**config.mk**
```make
export PLATFORM = sky130hd
export DESIGN_NAME = tac_top
export DESIGN_NICKNAME = d
export VERILOG_FILES = /design/src/core/tac_top.v /design/src/core/tac_chan_find.v /design/src/core/tac_disch.v
export VERILOG_INCLUDE_DIRS = /design/src /design/src/core
export SDC_FILE = /design/constraint.sdc
export NUM_CORES = 1
export LEC_CHECK = 0
export ABC_AREA = 1
export BUFFER_PORTS_ARGS = -buffer_cell sky130_fd_sc_hd__buf_2
export CAP_MARGIN = 20
export CORE_ASPECT_RATIO = 0.7
export CORE_UTILIZATION = 45
export DETAILED_ROUTE_END_ITERATION = 10
export GPL_TIMING_DRIVEN = 0
export PLACE_DENSITY_LB_ADDON = 0.05
export SLEW_MARGIN = 20
export SYNTH_ARGS = -nofsm -noshare
export SYNTH_HDL_FRONTEND = slang
export SYNTH_HIERARCHICAL = 1
export SYNTH_SLANG_ARGS = --single-unit
export TNS_END_PERCENT = 5
```
**constraint.sdc**
```tcl
create_clock -name ref_clk_i -period 5 [get_ports ref_clk_i]
set_clock_uncertainty 0.15 [all_clocks]
set_input_delay 0 -clock ref_clk_i [delete_from_list [all_inputs] [get_ports ref_clk_i]]
set_output_delay 0 -clock ref_clk_i [all_outputs]
set_load 0.1 [all_outputs]
```
**src/core/tac_consts.vh**
```
`ifndef TAC_CONSTS_VH
`define TAC_CONSTS_VH

// ----------------------------------------------------------------
// Register offsets (byte addresses)
// ----------------------------------------------------------------
`define TAC_OFS_GRP_A      8'h00
`define TAC_OFS_GRP_B      8'h04
`define TAC_OFS_MTX_LINES  8'h08
`define TAC_OFS_STATUS     8'h3c
`define TAC_OFS_IRQ_STS    8'h40
`define TAC_OFS_IRQ_MASK   8'h44
`define TAC_OFS_ACQ_SEL    8'h50
`define TAC_OFS_ACQUIRED_COUNT     8'h54
`define TAC_OFS_MATRIX_BURST_LENGTH      8'h58
`define TAC_OFS_DISCH      8'h5c
`define TAC_OFS_SPREAD     8'h60
`define TAC_OFS_PAD_A      8'h64
`define TAC_OFS_PAD_B      8'h68

// ----------------------------------------------------------------
// Reset values
// ----------------------------------------------------------------
`define TAC_RST_WORD       32'h00000000

// ----------------------------------------------------------------
// Field positions
// ----------------------------------------------------------------
`define TAC_SEL_SELF_A     2'h0
`define TAC_SEL_SELF_B     2'h1
`define TAC_SEL_MATRIX     2'h2
`define TAC_CNT_LSB        0
`define TAC_IDX_X_LSB      16
`define TAC_IDX_Y_LSB      24
`define TAC_DIS_FORCE_LSB  24
`define TAC_DIS_CURRENT_MODULE_ENABLE_BIT   23
`define TAC_DIS_VREF_BIT   17
`define TAC_DIS_RREF_BIT   16
`define TAC_DIS_TRIM_LSB   8
`define TAC_DIS_TRIM_W     5
`define TAC_DIS_SRC_LSB    0
`define TAC_DEV_W          8
`define TAC_PAD_W          17
`define TAC_MTX_Y_LSB      16
`define TAC_ST_BREQ_BIT    4
`define TAC_ST_READY_BIT   8
`define TAC_ST_DONE_BIT    9
`define TAC_ST_BUSY_BIT    0
`define TAC_IRQ_READY      0
`define TAC_IRQ_DONE       1
`define TAC_IRQ_BREQ       2
`define TAC_IRQ_W          3

`endif

```
**src/core/tac_top.v**
```verilog
// Function
// Any selection write starts the chosen acquisition; a write of code 11 sends the sequencer to idle instead
// Selection register reads back last written code
// Count word: count, X index, Y index
// Self groups: Y zero, pair index rising
// Matrix: Y steps within X, then X
// Four burst fields, one repeat per unit
// Host writes all Y bursts per line
// Burst request flag high while awaiting bursts
// Force bit keeps discharge source on
// Normal enable bit gates source during acquisition
// Bit 23 globally enables current module
// Bits 16, 17 pick resistor and reference
// Trim code sets discharge current monotonically
// Deviation field bounds spread burst stretch
// First-side pad bits select resistive drive
// Second-side pad bits select resistive drive
// Count-ready flag high while new word waits
// Bursts fill Y values ascending; flag clears
`timescale 1ns/1ps
`include "tac_consts.vh"

module tac_top #(
  parameter NPAIR = 32,
  parameter NY = 16
) (
  input wire ref_clk_i,
  input wire rstn_i,
  input wire [7:0] avs_address_i,
  input wire avs_read_i,
  input wire avs_write_i,
  input wire [31:0] avs_writedata_i,
  input wire [3:0] avs_byteenable_i,
  output reg [31:0] avs_readdata_o,
  output reg avs_waitrequest_o,
  output reg irq_o,
  output reg fe_start_o,
  output reg fe_matrix_o,
  output reg [7:0] fe_x_o,
  output reg [7:0] fe_y_o,
  output reg [7:0] fe_burst_o,
  input wire fe_done_i,
  input wire [15:0] fe_count_i,
  output wire [7:0] src_en_o,
  output reg module_en_o,
  output reg ref_res_sel_o,
  output reg ref_volt_sel_o,
  output reg [4:0] trim_o,
  output reg [7:0] spread_dev_o,
  output reg [16:0] pad_a_res_o,
  output reg [16:0] pad_b_res_o
);
  localparam ST_IDLE = 3'h0;
  localparam ST_XFIND = 3'h1;
  localparam ST_BURST = 3'h2;
  localparam ST_YFIND = 3'h3;
  localparam ST_LAUNCH = 3'h4;
  localparam ST_WAIT_FE = 3'h5;
  localparam ST_WAIT_RD = 3'h6;
  localparam ST_DONE = 3'h7;

  // ----------------------------------------------------------------
  // Registers
  // ----------------------------------------------------------------
  reg [31:0] grp_a_reg;
  reg [31:0] grp_b_reg;
  reg [31:0] mtx_lines_reg;
  reg [1:0] sel_reg;
  reg [31:0] acquired_count_reg;
  reg [31:0] disch_reg;
  reg [7:0] dev_reg;
  reg ready_reg;
  reg breq_reg;
  reg [`TAC_IRQ_W-1:0] irq_sts_reg;
  reg [`TAC_IRQ_W-1:0] irq_mask_reg;
  reg [2:0] state_reg;
  reg [7:0] xcur_reg;
  reg [7:0] ycur_reg;
  reg [4:0] yord_reg;
  reg [4:0] fill_reg;
  reg [7:0] burst_mem [0:NY-1];
  reg [31:0] rd_mux;
  reg [31:0] wmask;
  reg [4:0] ny_cnt;
  reg [`TAC_IRQ_W-1:0] irq_sts_next;
  integer i;
  integer k;

  wire rd_acc = avs_read_i & ~avs_waitrequest_o;
  wire wr_acc = avs_write_i & ~avs_waitrequest_o;
  wire wr_sel = wr_acc & (avs_address_i == `TAC_OFS_ACQ_SEL);
  wire wr_matrix_burst_length = wr_acc & (avs_address_i == `TAC_OFS_MATRIX_BURST_LENGTH);
  wire rd_count = rd_acc & (avs_address_i == `TAC_OFS_ACQUIRED_COUNT);
  wire is_matrix = (sel_reg == `TAC_SEL_MATRIX);
  wire [15:0] x_mask = mtx_lines_reg[15:0];
  wire [15:0] y_mask = mtx_lines_reg[31:16];
  wire new_count = (state_reg == ST_WAIT_FE) & fe_done_i;
  wire acq_done = (state_reg == ST_DONE);
  wire breq_rise;
  reg [31:0] xa_mask;
  wire xa_found;
  wire [7:0] xa_idx;
  wire y_found;
  wire [7:0] y_idx;

  // ----------------------------------------------------------------
  // Channel search
  // ----------------------------------------------------------------
  always @* begin
    case (sel_reg)
      `TAC_SEL_SELF_B: xa_mask = grp_b_reg;
      `TAC_SEL_MATRIX: xa_mask = {16'h0000, x_mask};
      default: xa_mask = grp_a_reg;
    endcase
  end

  tac_chan_find #(.N(NPAIR)) u_find_x (
    .mask_i(xa_mask[NPAIR-1:0]),
    .from_i(xcur_reg),
    .found_o(xa_found),
    .idx_o(xa_idx)
  );

  tac_chan_find #(.N(NY)) u_find_y (
    .mask_i(y_mask[NY-1:0]),
    .from_i(ycur_reg),
    .found_o(y_found),
    .idx_o(y_idx)
  );

  always @* begin
    ny_cnt = 5'h00;
    for (i = 0; i < NY; i = i + 1) begin
      ny_cnt = ny_cnt + {4'h0, y_mask[i]};
    end
  end

  // ----------------------------------------------------------------
  // Avalon slave: one wait cycle, then the answer
  // ----------------------------------------------------------------
  always @* begin
    wmask = {{8{avs_byteenable_i[3]}}, {8{avs_byteenable_i[2]}},
             {8{avs_byteenable_i[1]}}, {8{avs_byteenable_i[0]}}};
  end

  always @* begin
    rd_mux = 32'h00000000;
    case (avs_address_i)
      `TAC_OFS_GRP_A: rd_mux = grp_a_reg;
      `TAC_OFS_GRP_B: rd_mux = grp_b_reg;
      `TAC_OFS_MTX_LINES: rd_mux = mtx_lines_reg;
      `TAC_OFS_STATUS: begin
        rd_mux[`TAC_ST_BUSY_BIT] = (state_reg != ST_IDLE);
        rd_mux[`TAC_ST_BREQ_BIT] = breq_reg;
        rd_mux[`TAC_ST_READY_BIT] = ready_reg;
        rd_mux[`TAC_ST_DONE_BIT] = (state_reg == ST_IDLE);
      end
      `TAC_OFS_IRQ_STS: rd_mux = {29'h0, irq_sts_reg};
      `TAC_OFS_IRQ_MASK: rd_mux = {29'h0, irq_mask_reg};
      `TAC_OFS_ACQ_SEL: rd_mux = {30'h0, sel_reg};
      `TAC_OFS_ACQUIRED_COUNT: rd_mux = acquired_count_reg;
      `TAC_OFS_DISCH: rd_mux = disch_reg;
      `TAC_OFS_SPREAD: rd_mux = {24'h0, dev_reg};
      `TAC_OFS_PAD_A: rd_mux = {15'h0, pad_a_res_o};
      `TAC_OFS_PAD_B: rd_mux = {15'h0, pad_b_res_o};
      default: rd_mux = 32'h00000000;
    endcase
  end

  always @(posedge ref_clk_i or negedge rstn_i) begin
    if (!rstn_i) begin
      avs_waitrequest_o <= 1'b1;
      avs_readdata_o <= `TAC_RST_WORD;
    end else if ((avs_read_i | avs_write_i) & avs_waitrequest_o) begin
      avs_waitrequest_o <= 1'b0;
      avs_readdata_o <= rd_mux;
    end else begin
      avs_waitrequest_o <= 1'b1;
    end
  end

  // ----------------------------------------------------------------
  // Configuration registers
  // ----------------------------------------------------------------
  always @(posedge ref_clk_i or negedge rstn_i) begin
    if (!rstn_i) begin
      grp_a_reg <= `TAC_RST_WORD;
      grp_b_reg <= `TAC_RST_WORD;
      mtx_lines_reg <= `TAC_RST_WORD;
      sel_reg <= 2'h0;
      disch_reg <= `TAC_RST_WORD;
      dev_reg <= 8'h00;
      pad_a_res_o <= 17'h00000;
      pad_b_res_o <= 17'h00000;
      irq_mask_reg <= 3'h0;
    end else if (wr_acc) begin
      case (avs_address_i)
        `TAC_OFS_GRP_A:
          grp_a_reg <= (grp_a_reg & ~wmask) | (avs_writedata_i & wmask);
        `TAC_OFS_GRP_B:
          grp_b_reg <= (grp_b_reg & ~wmask) | (avs_writedata_i & wmask);
        `TAC_OFS_MTX_LINES:
          mtx_lines_reg <= (mtx_lines_reg & ~wmask) |
                           (avs_writedata_i & wmask);
        `TAC_OFS_ACQ_SEL: sel_reg <= avs_writedata_i[1:0];
        `TAC_OFS_DISCH:
          disch_reg <= (disch_reg & ~wmask) | (avs_writedata_i & wmask);
        `TAC_OFS_SPREAD:
          if (avs_byteenable_i[0]) begin
            dev_reg <= avs_writedata_i[7:0];
          end
        `TAC_OFS_PAD_A:
          pad_a_res_o <= avs_writedata_i[16:0];
        `TAC_OFS_PAD_B:
          pad_b_res_o <= avs_writedata_i[16:0];
        `TAC_OFS_IRQ_MASK: irq_mask_reg <= avs_writedata_i[2:0];
        default: grp_a_reg <= grp_a_reg;
      endcase
    end
  end

  // ----------------------------------------------------------------
  // Analog-side control outputs
  // ----------------------------------------------------------------
  always @(posedge ref_clk_i or negedge rstn_i) begin
    if (!rstn_i) begin
      module_en_o <= 1'b0;
      ref_res_sel_o <= 1'b0;
      ref_volt_sel_o <= 1'b0;
      trim_o <= 5'h00;
      spread_dev_o <= 8'h00;
    end else begin
      module_en_o <= disch_reg[`TAC_DIS_CURRENT_MODULE_ENABLE_BIT];
      ref_res_sel_o <= disch_reg[`TAC_DIS_RREF_BIT];
      ref_volt_sel_o <= disch_reg[`TAC_DIS_VREF_BIT];
      trim_o <= disch_reg[`TAC_DIS_TRIM_LSB +: `TAC_DIS_TRIM_W];
      spread_dev_o <= dev_reg;
    end
  end

  tac_disch #(.NSRC(8)) u_disch (
    .ref_clk_i(ref_clk_i),
    .rstn_i(rstn_i),
    .current_module_enable_i(disch_reg[`TAC_DIS_CURRENT_MODULE_ENABLE_BIT]),
    .force_i(disch_reg[`TAC_DIS_FORCE_LSB +: 8]),
    .norm_i(disch_reg[`TAC_DIS_SRC_LSB +: 8]),
    .active_i(state_reg == ST_WAIT_FE),
    .src_en_o(src_en_o)
  );

  // ----------------------------------------------------------------
  // Acquisition sequencer
  // ----------------------------------------------------------------
  always @(posedge ref_clk_i or negedge rstn_i) begin
    if (!rstn_i) begin
      state_reg <= ST_IDLE;
      xcur_reg <= 8'h00;
      ycur_reg <= 8'h00;
      yord_reg <= 5'h00;
      fill_reg <= 5'h00;
      breq_reg <= 1'b0;
      fe_start_o <= 1'b0;
      fe_matrix_o <= 1'b0;
      fe_x_o <= 8'h00;
      fe_y_o <= 8'h00;
      fe_burst_o <= 8'h00;
    end else begin
      fe_start_o <= 1'b0;
      if (wr_sel) begin
        // Code 11 is undefined; it is treated as no acquisition
        state_reg <= (avs_writedata_i[1:0] == 2'h3) ? ST_IDLE
                                                    : ST_XFIND;
        xcur_reg <= 8'h00;
        breq_reg <= 1'b0;
      end else begin
        case (state_reg)
          ST_IDLE: state_reg <= ST_IDLE;
          ST_XFIND: begin
            if (!xa_found) begin
              state_reg <= ST_DONE;
            end else begin
              xcur_reg <= xa_idx;
              ycur_reg <= 8'h00;
              yord_reg <= 5'h00;
              fill_reg <= 5'h00;
              if (!is_matrix) begin
                fe_y_o <= 8'h00;
                fe_burst_o <= 8'h00;
                state_reg <= ST_LAUNCH;
              end else if (ny_cnt != 5'h00) begin
                breq_reg <= 1'b1;
                state_reg <= ST_BURST;
              end else begin
                state_reg <= ST_YFIND;
              end
            end
          end
          ST_BURST: begin
            if (wr_matrix_burst_length) begin
              fill_reg <= fill_reg + 5'h04;
              if ({1'b0, fill_reg} + 6'h04 >= {1'b0, ny_cnt}) begin
                breq_reg <= 1'b0;
                state_reg <= ST_YFIND;
              end
            end
          end
          ST_YFIND: begin
            if (y_found) begin
              fe_y_o <= y_idx;
              fe_burst_o <= burst_mem[yord_reg[3:0]];
              state_reg <= ST_LAUNCH;
            end else begin
              xcur_reg <= xcur_reg + 8'h01;
              state_reg <= ST_XFIND;
            end
          end
          ST_LAUNCH: begin
            fe_start_o <= 1'b1;
            fe_matrix_o <= is_matrix;
            fe_x_o <= xcur_reg;
            state_reg <= ST_WAIT_FE;
          end
          ST_WAIT_FE: begin
            if (fe_done_i) begin
              state_reg <= ST_WAIT_RD;
            end
          end
          ST_WAIT_RD: begin
            // The next channel waits until software took the word
            if (!ready_reg) begin
              if (is_matrix) begin
                ycur_reg <= fe_y_o + 8'h01;
                yord_reg <= yord_reg + 5'h01;
                state_reg <= ST_YFIND;
              end else begin
                xcur_reg <= xcur_reg + 8'h01;
                state_reg <= ST_XFIND;
              end
            end
          end
          ST_DONE: state_reg <= ST_IDLE;
          default: state_reg <= ST_IDLE;
        endcase
      end
    end
  end

  // Burst fields land on successive enabled Y values, first field first
  always @(posedge ref_clk_i) begin
    if (wr_matrix_burst_length && state_reg == ST_BURST) begin
      for (k = 0; k < 4; k = k + 1) begin
        if (fill_reg + k < NY) begin
          burst_mem[fill_reg[3:0] + k[3:0]] <=
            avs_writedata_i[31 - 8 * k -: 8];
        end
      end
    end
  end

  // ----------------------------------------------------------------
  // Count word and ready flag
  // ----------------------------------------------------------------
  always @(posedge ref_clk_i or negedge rstn_i) begin
    if (!rstn_i) begin
      acquired_count_reg <= `TAC_RST_WORD;
      ready_reg <= 1'b0;
    end else begin
      if (new_count) begin
        acquired_count_reg[`TAC_CNT_LSB +: 16] <= fe_count_i;
        acquired_count_reg[`TAC_IDX_X_LSB +: 8] <= fe_x_o;
        acquired_count_reg[`TAC_IDX_Y_LSB +: 8] <= fe_y_o;
      end
      // A word arriving in the read cycle keeps the flag set
      ready_reg <= new_count | (ready_reg & ~rd_count);
    end
  end

  // ----------------------------------------------------------------
  // Interrupts
  // ----------------------------------------------------------------
  reg breq_d_reg;
  assign breq_rise = breq_reg & ~breq_d_reg;

  always @* begin
    irq_sts_next = irq_sts_reg;
    if (wr_acc && avs_address_i == `TAC_OFS_IRQ_STS) begin
      irq_sts_next = irq_sts_next & ~avs_writedata_i[2:0];
    end
    irq_sts_next[`TAC_IRQ_READY] = irq_sts_next[`TAC_IRQ_READY] | new_count;
    irq_sts_next[`TAC_IRQ_DONE] = irq_sts_next[`TAC_IRQ_DONE] | acq_done;
    irq_sts_next[`TAC_IRQ_BREQ] = irq_sts_next[`TAC_IRQ_BREQ] | breq_rise;
  end

  always @(posedge ref_clk_i or negedge rstn_i) begin
    if (!rstn_i) begin
      irq_sts_reg <= 3'h0;
      breq_d_reg <= 1'b0;
      irq_o <= 1'b0;
    end else begin
      irq_sts_reg <= irq_sts_next;
      breq_d_reg <= breq_reg;
      irq_o <= |(irq_sts_next & irq_mask_reg);
    end
  end
endmodule // tac_top

```
**src/core/tac_chan_find.v**
```verilog
`timescale 1ns/1ps
// ----------------------------------------------------------------
// Lowest enabled channel at or above a start index
// ----------------------------------------------------------------
module tac_chan_find #(
  parameter N = 32
) (
  input wire [N-1:0] mask_i,
  input wire [7:0] from_i,
  output reg found_o,
  output reg [7:0] idx_o
);
  wire [N-1:0] cand;
  integer i;

  genvar g;
  generate
    for (g = 0; g < N; g = g + 1) begin : g_cand
      assign cand[g] = mask_i[g] & (g >= from_i);
    end
  endgenerate

  always @* begin
    found_o = 1'b0;
    idx_o = 8'h00;
    for (i = N - 1; i >= 0; i = i - 1) begin
      if (cand[i]) begin
        found_o = 1'b1;
        idx_o = i[7:0];
      end
    end
  end
endmodule // tac_chan_find

```
**src/core/tac_disch.v**
```verilog
`timescale 1ns/1ps
// ----------------------------------------------------------------
// Discharge current source enables, one flop per source
// ----------------------------------------------------------------
module tac_disch #(
  parameter NSRC = 8
) (
  input wire ref_clk_i,
  input wire rstn_i,
  input wire current_module_enable_i,
  input wire [NSRC-1:0] force_i,
  input wire [NSRC-1:0] norm_i,
  input wire active_i,
  output reg [NSRC-1:0] src_en_o
);
  genvar g;
  generate
    for (g = 0; g < NSRC; g = g + 1) begin : g_src
      always @(posedge ref_clk_i or negedge rstn_i) begin
        if (!rstn_i) begin
          src_en_o[g] <= 1'b0;
        end else begin
          // Global enable gates all; force overrides normal timing
          src_en_o[g] <= current_module_enable_i & (force_i[g] | (norm_i[g] & active_i));
        end
      end
    end
  endgenerate
endmodule // tac_disch

```
== Word level (Yosys, flattened, before mapping) ==
Memory sizes are Yosys's and may differ from the RTL's.
Index checks and enable logic that the tools add are counted.

* Register bits: 326
* Bits of input ports: 65
* Output and inout port bits: 118
* Bits in writable memories: 128
* Logic and storage cells: 449
* Memories: 1

* Reduce and logical (&&, ||, !) cells: 29
* Add/sub/neg operators: 26
* Multiplexer cells: 160
* Equal/unequal tests: 37
* Bitwise logic cells: 103
* Order comparisons: 53

{| class="wikitable"
|+ Memory list
! memory !! depth !! width !! read ports !! clocked after Yosys merged registers in !! wr ports !! RTL line !! RTL
|-
| burst_mem || 16 || 8 || 1 || 0 || 4 || tac_top.v:81 || <nowiki>reg [7:0] burst_mem [0:NY-1];</nowiki>
|}

{| class="wikitable"
|+ Operators with widths
! operator !! number
|-
| 5-bit 2-to-1 mux || 36
|-
| 32-bit bitwise AND || 5
|-
| 22-bit case mux with 7 select lines || 1
|-
| 4-bit by 8-bit greater-or-equal comparator with 1-bit output, first input constant || 16
|-
| 5-bit by 8-bit greater-or-equal comparator with 1-bit output, first input constant || 16
|-
| 32-bit bitwise OR || 4
|-
| 8-bit 2-to-1 mux || 12
|-
| 1-bit bitwise AND || 73
|-
| 8-bit by 7-bit == test with 1-bit output, second input constant || 9
|-
| 1-bit 2-to-1 mux || 71
|-
| 3-bit by 8-bit greater-or-equal comparator with 1-bit output, first input constant || 8
|-
| 4-bit 2-to-1 mux || 16
|-
| 32-bit case mux with 2 select lines || 1
|-
| 5-bit by 1-bit adder with 5-bit output || 11
|-
| 8-bit case mux with 2 select lines || 3
|-
| 3-bit case mux with 11 select lines || 1
|-
| 1-bit by 8-bit greater-or-equal comparator with 1-bit output, first input constant || 4
|-
| 2-bit by 8-bit greater-or-equal comparator with 1-bit output, first input constant || 4
|-
| 32-bit inverter || 1
|-
| 3-bit 2-to-1 mux || 9
|-
| 3-bit != test, second input constant || 9
|-
| 3-bit case mux with 8 select lines || 1
|-
| 8-bit case mux with 3 select lines || 1
|-
| 3-bit case mux with 7 select lines || 1
|-
| other kinds (49) || 95
|}

== Depth between registers and ports, before layout ==
Gate-level depths: netlist of run 1.

* Depth after elaboration: 38
* Depth in mapped cells: 36
* Depth with buffers taken out: 35

== Cells and area by module ==
The synthesis of run 1 kept the hierarchy.

{| class="wikitable"
|+ Modules (own cells, without submodules)
! module !! area each (um^2) !! cells an instance !! instances !! sequential area each (um^2)
|-
| tac_top || 20848.7 || 2437 || 1 || 11727.5
|-
| tac_chan_find (u_find_x) || 833.3 || 170 || 1 || 0.0
|-
| tac_chan_find (u_find_y) || 414.1 || 85 || 1 || 0.0
|-
| tac_disch || 315.3 || 34 || 1 || 200.2
|}

== Least setup slack after synthesis of run 1 ==
No wires, ideal clock.

* Path type: flip-flop to flip-flop
* Start: register mtx_lines_reg[21]
* End: register state_reg[1]
* Arrival time: 3.985 ns
* Stages on the path, launching flop included: 21
* Data required time: 4.709 ns
* Buffers on the path: 0
* Setup time: 0.141 ns
* Path slack: 0.724 ns
* Period minus slack after synthesis: 4.276 ns
* Cell sequence: dfrtp_1 inv_1 fa_1 inv_1 fa_1 fa_1 inv_1 fa_1 inv_1 ha_1 fa_1 nand2_1 nand2_1 ha_1 nand2_1 nand2_1 nand2_1 a21oi_1 nor2_1 nor2_1 a21boi_0

* Cells in the longest elaborated chain, start to end: 14

{| class="wikitable"
|+ RTL lines
! what !! RTL line !! RTL
|-
| start, declared || tac_top.v:67 || <nowiki>reg [31:0] mtx_lines_reg;</nowiki>
|-
| start signal, assigned || tac_top.v:189 || <nowiki>mtx_lines_reg <= `TAC_RST_WORD;</nowiki>
|-
| start signal, assigned || tac_top.v:203 || <nowiki>mtx_lines_reg <= (mtx_lines_reg & ~wmask) |</nowiki>
|-
| 5-bit by 1-bit adder with 5-bit output (11 in series) || tac_top.v:134 || <nowiki>ny_cnt = ny_cnt + {4'h0, y_mask[i]};</nowiki>
|-
| 6-bit by 5-bit greater-or-equal comparator with 1-bit output || tac_top.v:301 || <nowiki>if ({1'b0, fill_reg} + 6'h04 >= {1'b0, ny_cnt}) begin</nowiki>
|-
| 3-bit != test (no line) || - ||
|-
| 4-bit AND reduction (no line) || - ||
|-
| end signal, assigned || tac_top.v:271 || <nowiki>state_reg <= (avs_writedata_i[1:0] == 2'h3) ? ST_IDLE</nowiki>
|-
| end, declared || tac_top.v:76 || <nowiki>reg [2:0] state_reg;</nowiki>
|}

Every way passes these cells.
A chain may end at the register's enable or synchronous reset.

== Worst setup path after layout of run 1 ==
Same ends and word-level chain as after synthesis.

==> results of run 1 <==
[area by class of cell]
cell class              instances  area (um2)  area share, %
well taps                     665         832           3.10
clock inverters                13         139          0.517
clock buffers                  74        1530           5.69
diodes                          2        5.00         0.0186
multi-input cells            1880        8830           32.9
repair buffers                273        1900           7.08
flip-flops and latches        451       11900           44.4
plain buffers                 118         618           2.30
inverters                     282        1060           3.95
[report_power, final]
part / total (W) / switching [W] / internal [W]
Combinational: 0.00330 / 0.00255 / 0.000750
Clock: 0.00379 / 0.00158 / 0.00221
Sequential: 0.00435 / 0.000266 / 0.00408
Total: 0.0114 / 0.00440 / 0.00704
[cells by family after synthesis]
kind of cell,synth area share [%]
other,0.0335
muxes,0.134
xor gates and xnor gates,0.430
buffers and inverters,7.48
and+or+nand+nor,23.7
AOI/OAI and AO/OA,13.1
adders and majority gates,1.95
DFF,53.2
[worst reg2reg max path: stages (launching register included)]
cell,delay [ps]
sky130_fd_sc_hd__dfrtp_1,400
sky130_fd_sc_hd__inv_1,120
sky130_fd_sc_hd__fa_1,560
sky130_fd_sc_hd__inv_1,50
sky130_fd_sc_hd__fa_1,460
sky130_fd_sc_hd__fa_1,520
sky130_fd_sc_hd__inv_1,50
sky130_fd_sc_hd__fa_1,470
sky130_fd_sc_hd__inv_1,60
sky130_fd_sc_hd__ha_1,230
sky130_fd_sc_hd__fa_1,400
sky130_fd_sc_hd__nand2_1,120
sky130_fd_sc_hd__nand2_1,110
sky130_fd_sc_hd__ha_1,320
sky130_fd_sc_hd__nand2_1,60
sky130_fd_sc_hd__nand2_1,70
sky130_fd_sc_hd__nand2_1,40
sky130_fd_sc_hd__a21oi_1,130
sky130_fd_sc_hd__nor2_1,80
sky130_fd_sc_hd__nor2_1,130
sky130_fd_sc_hd__a21boi_0,110
[repair_timing]
action	4_1_cts	5_1_grt
hold buffers	88	0
endpoints found under the setup margin	0	16
resized for setup	0	6
endpoints found under the hold margin	560	0
[stage by stage]
stage          hold WS (ps)  cell area [um2]  utilization [%]
3_3_place_gp           47.3            24200             49.1
3_5_place_dp           -176            24300             49.3
2_1_floorplan          -446            22400                -
5_1_grt                60.6            26800             54.5
4_1_cts                8.93            26800             54.5
6_report               26.9            26800             54.5
[worst max path at each step]
stage                                endpoint  slack [ps]
after floorplan                  state_reg[1]         720
after global placement    u_disch/src_en_o[1]       -2600
after detailed placement          xcur_reg[7]         220
after CTS                         xcur_reg[7]         160
after global routing             state_reg[1]          20
final                            state_reg[1]         260
[placed cells by master (no fill, tap or decap), types with 8 or more instances in the layout]
cell type	n
sky130_fd_sc_hd__nor3_1	9
sky130_fd_sc_hd__clkbuf_1	81
sky130_fd_sc_hd__xor2_1	8
sky130_fd_sc_hd__inv_1	270
sky130_fd_sc_hd__nand4_1	21
sky130_fd_sc_hd__a21oi_1	43
sky130_fd_sc_hd__fa_1	10
sky130_fd_sc_hd__clkbuf_16	54
sky130_fd_sc_hd__a31oi_1	13
sky130_fd_sc_hd__nand2_4	8
sky130_fd_sc_hd__nand3_1	124
sky130_fd_sc_hd__nor2_1	134
sky130_fd_sc_hd__buf_2	199
sky130_fd_sc_hd__buf_4	10
sky130_fd_sc_hd__o211ai_1	36
sky130_fd_sc_hd__ha_1	19
sky130_fd_sc_hd__o221ai_1	14
sky130_fd_sc_hd__dlygate4sd3_1	87
sky130_fd_sc_hd__buf_6	15
sky130_fd_sc_hd__edfxtp_1	128
sky130_fd_sc_hd__dfrtp_1	322
sky130_fd_sc_hd__o21ai_1	106
sky130_fd_sc_hd__clkbuf_8	10
sky130_fd_sc_hd__o21ai_0	298
sky130_fd_sc_hd__nand2_2	14
sky130_fd_sc_hd__nor2_2	15
sky130_fd_sc_hd__nand2_1	950
[routing by layer]
layer,routed length (um),vias up
met5,41,-
met4,2340,6
met3,10500,144
met2,34400,1053
met1,38400,9976
li1,-,9537
==> results.txt, run 1 <==
The flow ran to the end, and the final reports show no timing, DRC or antenna violations. The estimated wirelength of the detail-placed design came out at 63,000 um. The register with the most flip-flops in the layout has around 130 of them. The final total power came out at ~0.011 W. The max capacitance violation total is 0. The floorplan die height came out at 189 um.

In this run the deepest clock path goes through 3 buffers. The first-pass GRT wire length is 125,000 um. The number of remaining DRC errors came out at 0. The endpoint required time on the critical path is 5320 ps.

TritonCTS built the clock tree. The sum of overflow across all layers after global routing came out at 0. The layout has around 4,700 filler cells.

The synthesized design spends more area on one cell type than any other, namely sky130_fd_sc_hd__dfrtp_1. Global routing used between 30% and 40% of the available tracks across all layers. The final cell count without fillers is roughly 3,800. Setup repair after global routing left no endpoint under its margin. In this run the tool buffered the top-level ports with around 180 buffer cells. The worst setup path is captured at a flop. The setup total negative slack came out at 0 ps. The post-route minimum period is roughly 4700 ps. In the final routed layout, each cell accounts on average for between 20 and 25 um.

The die area is about 0.05 mm2. The met3 global-route usage is around an eighth. The worst-case setup slack after placement is 215 ps. In this run the worst setup path begins at mtx_lines_reg[21]. The initial utilization of the core area, before any placement, comes to between 40% and 50%. Synthesis instantiated 52 different standard cells from the library. The core area is a little under 0.05 mm2. The net count of the finished layout is approximately 3,100. The setup slack of the worst register-to-register path is about 260 ps. The clock sink total is around 450. The per-instance average area after synthesis came out at about 8.2 um2. In this run the critical register-to-register path is captured at state_reg[1].

The critical path data arrival time is 5060 ps. The commonest cells after synthesis are sky130_fd_sc_hd__nand2_1 (950), sky130_fd_sc_hd__dfrtp_1 (322), sky130_fd_sc_hd__o21ai_0 (298), sky130_fd_sc_hd__inv_1 (270), sky130_fd_sc_hd__nor2_1 (135). Once the clock tree was built, the setup fixing pass inserted 0 buffers. The hold violation total from the final report is 0. The max-slew violation count came out at 0. In this design, the largest share of critical-path delay is due to adder cells. The part of the Yosys area used for sequential elements is 53.2%. In this run, synthesis produced a sequential element count of around 450. The number of cells on the critical path came out at 20.

The initial detailed-routing violation count is 2,341. The final-report setup violation count came out at 0. The critical path start-end classification is reg2reg. The total power per unit cell area is around 430 mW/mm2. The width of the die came out at 269 um. By instance count, the leading cell after synthesis is sky130_fd_sc_hd__nand2_1. Of the cells placed in the final design, the portion with a size suffix greater than 1 is ~12%. The worst flop-to-flop path startpoint is mtx_lines_reg[21]. The number of cells in the design after placement came out at about 3,600. In the synthesized netlist the dominant register cell turns out to be sky130_fd_sc_hd__dfrtp_1.

The total CTS buffers is 47. The final period utilization came out at around 95%. The worst setup path is launched from a flop. The worst hold path depth came out at 4. Along the worst path, the maximum fanout reaches 4. The H-tree depth is 2.

The initialized floorplan defines between 60 and 70 standard-cell rows. The area share of the largest cell type after synthesis is between 30% and 40%. The hold path endpoint is acquired_count_reg[3]. The share of async-settable or async-resettable flops after synthesis is 71.6%.

The number of cell instances on the worst register-to-register path came out at 20. On the critical path, the stage with the largest delay is an instance of sky130_fd_sc_hd__fa_1. The largest net degree at the start of global routing is 100. Yosys attributes the largest share of cell area to sky130_fd_sc_hd__dfrtp_1 (36%), sky130_fd_sc_hd__edfxtp_1 (17%), sky130_fd_sc_hd__nand2_1 (16%), sky130_fd_sc_hd__o21ai_0 (6.7%), sky130_fd_sc_hd__inv_1 (4.5%). The wire length reported by the detailed router is roughly 86,000 um. The clock network latency to the later pin of the worst-skew pair came out at between 600 and 700 ps. The largest voltage drop on the vdd net came out at between 0.0003 and 0.0004 V.

The most used routing layer in global routing is met1. The global-route met1 utilization is 50.6%. At the pin with the least slew margin, the transition time is ~900 ps. The synthesized cell area came out at roughly 0.022 mm2. The startpoint identified for the worst hold timing path is fe_count_i[3]. Synthesis produced a netlist whose cell count is about 2,700. The number of warnings issued by yosys came out at 6.

The largest single stage delay on the critical path is around 560 ps. The via count of the routed design is approximately 21,000. The first-pass iteration count of the detailed router is 5.

The met2 usage came out at between 40% and 50%. The top achievable clock speed came out at 211 MHz. The remaining antenna violation count after routing is 0. Together, buffers and inverters on the worst path number 4. The number of enable flip-flop cells after synthesis came out at around 130. Walking the worst path, the cells encountered are inv_1 > fa_1 > inv_1 > fa_1 > fa_1 > inv_1 > fa_1 > inv_1 > ha_1 > fa_1 > nand2_1 > nand2_1 > ha_1 > nand2_1 > nand2_1 > nand2_1 > a21oi_1 > nor2_1 > nor2_1 > a21boi_0. The weighted congestion at the end of routability-driven global placement came out at slightly below 1. The number of antenna violations at the first check in global routing came to 4. The leakage power figure is 13.1 nW. The number of global-route vias before repair came out at about 20,000. Compared with the post-synthesis result, the final layout area differs by 19.8%. The worst path setup slack after routing is approximately 260 ps. The total I/O pin count came out at 183. In this run the tightest slew margin relative to its limit is about 40%. Using the TritonRoute via totals, the vias-per-cell ratio works out to roughly 5.5. The clock-pin slew on the worst setup and hold paths is 60 ps.

CTS placed an instance of sky130_fd_sc_hd__clkbuf_16 at the clock tree root. The min-delay analysis places its worst path in the category in2reg.
(Power assumes the default switching activity.)
==> run 2, diff against run 1 <==
CORE_MARGIN = 2   (was not set)
SYNTH_HIERARCHICAL = not set   (was 1)
==> results.txt, run 2 <==
Once the floorplan was initialized, standard cells occupied 45.5% of the core. The number of antenna violations at the first check in global routing was 6. The register with the most flip-flops in the layout has between 100 and 150 of them. The critical path start-end classification is reg2reg. Yosys mapped a number of flops with a built-in enable equal to approximately 130.

The synthesized cell area came out at roughly 0.021 mm2. Setup violations remaining at the end of the flow were counted as 3. Summed over all instances, the cell type with the most area after synthesis is sky130_fd_sc_hd__dfrtp_1. The count of unique library cells instantiated by Yosys came out at a little under 70.

The share of total power dissipated in sequential elements is 39.6%. The internal power is ~0.0066 W. The largest voltage drop on the vdd net is about 0.00046 V. Setup repair after global routing could not meet its margin everywhere. The worst hold slack after final layout came out at between 10 and 15 ps.

Traced cell by cell, the critical path runs through fa_1 > fa_1 > fa_1 > inv_1 > fa_1 > inv_2 > ha_4 > fa_2 > xor2_1 > inv_1 > ha_1 > nand2_1 > inv_1 > o21ai_1 > inv_1 > o21ai_2 > nand3b_1 > a311o_1 > nand2_1 > inv_2 > nand2_2 > o32ai_2. The worst slew slack as a fraction of its limit is roughly 17%. In this run the core area contains between 60 and 70 standard-cell rows. The final period utilization came out at 101%. The setup total negative slack came out at -66.5 ps. The largest stage delay on the critical path is roughly 570 ps. The final reports fail on setup timing.

The number of warnings issued by yosys came out at 0. The run finished, with violations left. The worst path setup slack after routing is -34.4 ps. The clock tree from TritonCTS is yes. Summed over all nets, the half-perimeter wirelength after detailed placement is 65,100 um. The number of I/O port buffers came out at 178. The number of global-route vias before repair is approximately 18,000.

For this design the ratio of total power to cell area is 414 mW/mm2. The first-pass GRT wire length came out at around 120,000 um. The fraction of the core area covered by cells at the end of the flow came out at a little over half. By count the netlist is led by sky130_fd_sc_hd__nand2_1 (543), sky130_fd_sc_hd__o21ai_0 (390), sky130_fd_sc_hd__dfrtp_1 (311), sky130_fd_sc_hd__inv_1 (245), sky130_fd_sc_hd__edfxtp_1 (128). The clock sink total is 440. The final total power came out at approximately 0.010 W.

The fraction of power spent switching nets is between 30% and 40%. The share of async-settable or async-resettable flops after synthesis came out at a little under three quarters. In the final layout, the share of cells above drive strength 1 is about 14%.

The routed design has a little under 90,000 um of wire. The first-pass iteration count of the detailed router is 6. Max-cap violations in this run came to 0. The number of remaining DRC errors came out at 0. The flip-flop cell with the highest count after synthesis is sky130_fd_sc_hd__dfrtp_1.

The clock network burns approximately 33% of the power. For the worst setup path, the data required time is ~5300 ps. In the global route stage, overall resource usage came out at 35.9%. For the pin with the worst max-slew slack, the measured transition is between 1000 and 1500 ps. The leakage power figure came out at 11.5 nW. The routed layout has around 20,000 vias.

The weighted congestion at the end of routability-driven global placement is a little under 1. The max-slew violation count is 0. The number of clock buffers added by TritonCTS is 44.

The gate count of the mapped netlist came out at 2,334. The hold violation total from the final report came out at 0. The per-instance average area after synthesis came out at 9.03 um2. STA classifies the critical path startpoint as a flop. The analysis attributes to net switching a power of between 0.003 and 0.004 W. The detail route stage leaves a number of antenna-violating nets equal to 0.

The number of nets in the layout came out at ~2,700. The clock tree synthesis step divided the H-tree into 2 levels. The post-route minimum period is roughly 5000 ps. The width of the die came out at 263 um. The flip-flop and latch count after synthesis is 440.

After synthesis, the largest area contributor takes up between 30% and 40% of total cell area. The die area came out at ~0.049 mm2. The clock network latency to the later pin of the worst-skew pair is 600 ps. The top achievable clock speed is about 200 MHz. The core area came out at around 0.046 mm2.

The kind of cell with the highest combined delay on the critical path is adder cells. Entering global routing, the biggest net connects around 100 pins. The part of the Yosys area used for sequential elements came out at between 50% and 60%. The clock-pin slew on the worst setup and hold paths came out at 70 ps. The sum of overflow across all layers after global routing is 0. In the layout the commonest cells are sky130_fd_sc_hd__nand2_1 (542), sky130_fd_sc_hd__o21ai_0 (386), sky130_fd_sc_hd__dfrtp_1 (306), sky130_fd_sc_hd__inv_1 (242), sky130_fd_sc_hd__buf_2 (182). Yosys instantiated no cell more often than sky130_fd_sc_hd__nand2_1.

The number of fill cells in the layout is approximately 4,300. The clock tree buffer depth is 3. The area growth from synthesis to layout is 19.6%. The average via count per standard cell is 5.99. The critical path data arrival time came out at 5340 ps. The worst min-delay path class is in2reg. The routed wirelength normalized by instance count came out at 26.6 um. The highest net fanout along the worst path is 3. The power share of the combinational group is between 20% and 30%. The most common cell after layout, fill and taps aside is sky130_fd_sc_hd__nand2_1. The category of the worst setup path capture point is a flop. Sorting the synthesized cells by area gives the leading types as sky130_fd_sc_hd__dfrtp_1 (37%), sky130_fd_sc_hd__edfxtp_1 (18%), sky130_fd_sc_hd__nand2_1 (9.7%), sky130_fd_sc_hd__o21ai_0 (9.3%), sky130_fd_sc_hd__inv_1 (4.4%). The cell sitting at the root of the clock tree is a sky130_fd_sc_hd__clkbuf_16. The slowest stage of the critical path is the sky130_fd_sc_hd__fa_1 cell.

The total buffers and inverters traversed by the critical path came out at 6. The total I/O pin count came out at about 180. The die is 185 um tall. The initial detailed-routing violation count is 3,071.
## run 2: layout make-up
| cell class | instances | area, um2 | share of cell area [%] |
|---|---|---|---|
| antenna | 4 | 10.0 | 0.0397 |
| buffer | 115 | 526 | 2.08 |
| sequential | 440 | 11700 | 46.3 |
| clock inverter | 13 | 151 | 0.601 |
| inverter | 270 | 1020 | 4.05 |
| clock buffer | 65 | 1310 | 5.18 |
| timing repair buffer | 266 | 1830 | 7.24 |
| tap | 612 | 766 | 3.04 |
| multi-input combinational | 1512 | 7940 | 31.5 |
## run 2: power groups by stage
stage	Combinational, W	Clock (W)	Sequential, W
2_1_floorplan	0.00127	0	0.00462
3_3_place_gp	0.00265	0	0.00419
3_5_place_dp	0.00267	0	0.00419
4_1_cts	0.00274	0.00346	0.00413
5_1_grt	0.00301	0.00361	0.00416
6_report	0.00285	0.00346	0.00413
## run 2: cells by family (layout without fill, tap and decap cells)
logic type	Yosys count	in the layout	synth area share, %
AO/OA/AOI/OAI	651	651	18.2
other	1	8	0.0178
adder cells (fa/ha/maj)	31	31	2.20
buffers and inverters	385	729	7.33
AND/OR/NAND/NOR	795	795	15.4
flip-flops	440	440	55.3
multiplexers	25	25	1.33
XOR/XNOR	6	6	0.249
## run 2: what timing repair did
action	in CTS	in global routing
hold endpoints to repair	541	0
cloned	0	0
buffers inserted	11	0
hold buffers	73	0
endpoints found under the setup margin	4	4
pin swaps	5	7
gates resized for setup	16	3
## run 2: worst register-to-register path, stage by stage, from the launching register on
cell and delay, ps:
sky130_fd_sc_hd__dfrtp_2 450, sky130_fd_sc_hd__fa_1 580, sky130_fd_sc_hd__fa_1 450, sky130_fd_sc_hd__fa_1 510, sky130_fd_sc_hd__inv_1 50, sky130_fd_sc_hd__fa_1 490
sky130_fd_sc_hd__inv_2 50, sky130_fd_sc_hd__ha_4 160, sky130_fd_sc_hd__fa_2 350, sky130_fd_sc_hd__xor2_1 140, sky130_fd_sc_hd__inv_1 80, sky130_fd_sc_hd__ha_1 270
sky130_fd_sc_hd__nand2_1 60, sky130_fd_sc_hd__inv_1 40, sky130_fd_sc_hd__o21ai_1 100, sky130_fd_sc_hd__inv_1 70, sky130_fd_sc_hd__o21ai_2 110, sky130_fd_sc_hd__nand3b_1 170
sky130_fd_sc_hd__a311o_1 330, sky130_fd_sc_hd__nand2_1 80, sky130_fd_sc_hd__inv_2 60, sky130_fd_sc_hd__nand2_2 70, sky130_fd_sc_hd__o32ai_2 90
## run 2: final timing paths
path | start | to | slack [ps] | cells after the start
min | avs_address_i[6] | avs_readdata_o[4] | 10 | 6
min reg2reg | dev_reg[3] | spread_dev_o[3] | 250 | 0
max reg2reg | mtx_lines_reg[16] | state_reg[1] | -30 | 22
max in group asynchronous | rstn_i | irq_mask_reg[1] | 3500 | 5
min in group asynchronous | rstn_i | grp_a_reg[17] | 420 | 4
max | mtx_lines_reg[16] | state_reg[1] | -30 | 22
## run 2: metal layers
metal  wire (um)  share of wire, %  up-vias  global-route usage, %
li1            -                 -     8558                      -
met3       12600                14      122                   11.4
met4        1990               2.3        0                   9.01
met5           0                 0        -                      0
met1       40300                46     9761                   57.5
met2       32900                37     1297                   45.2
## run 2: stage by stage
step / std cells / area (um2) / setup slack (ps)
floorplan: 2337 / 21100 / 224
CTS: 3293 / 25200 / -101
global placement: 3127 / 22700 / -2380
finish: 3297 / 25200 / -34.4
global route: 3294 / 25200 / -347
detailed placement: 3131 / 22900 / -315
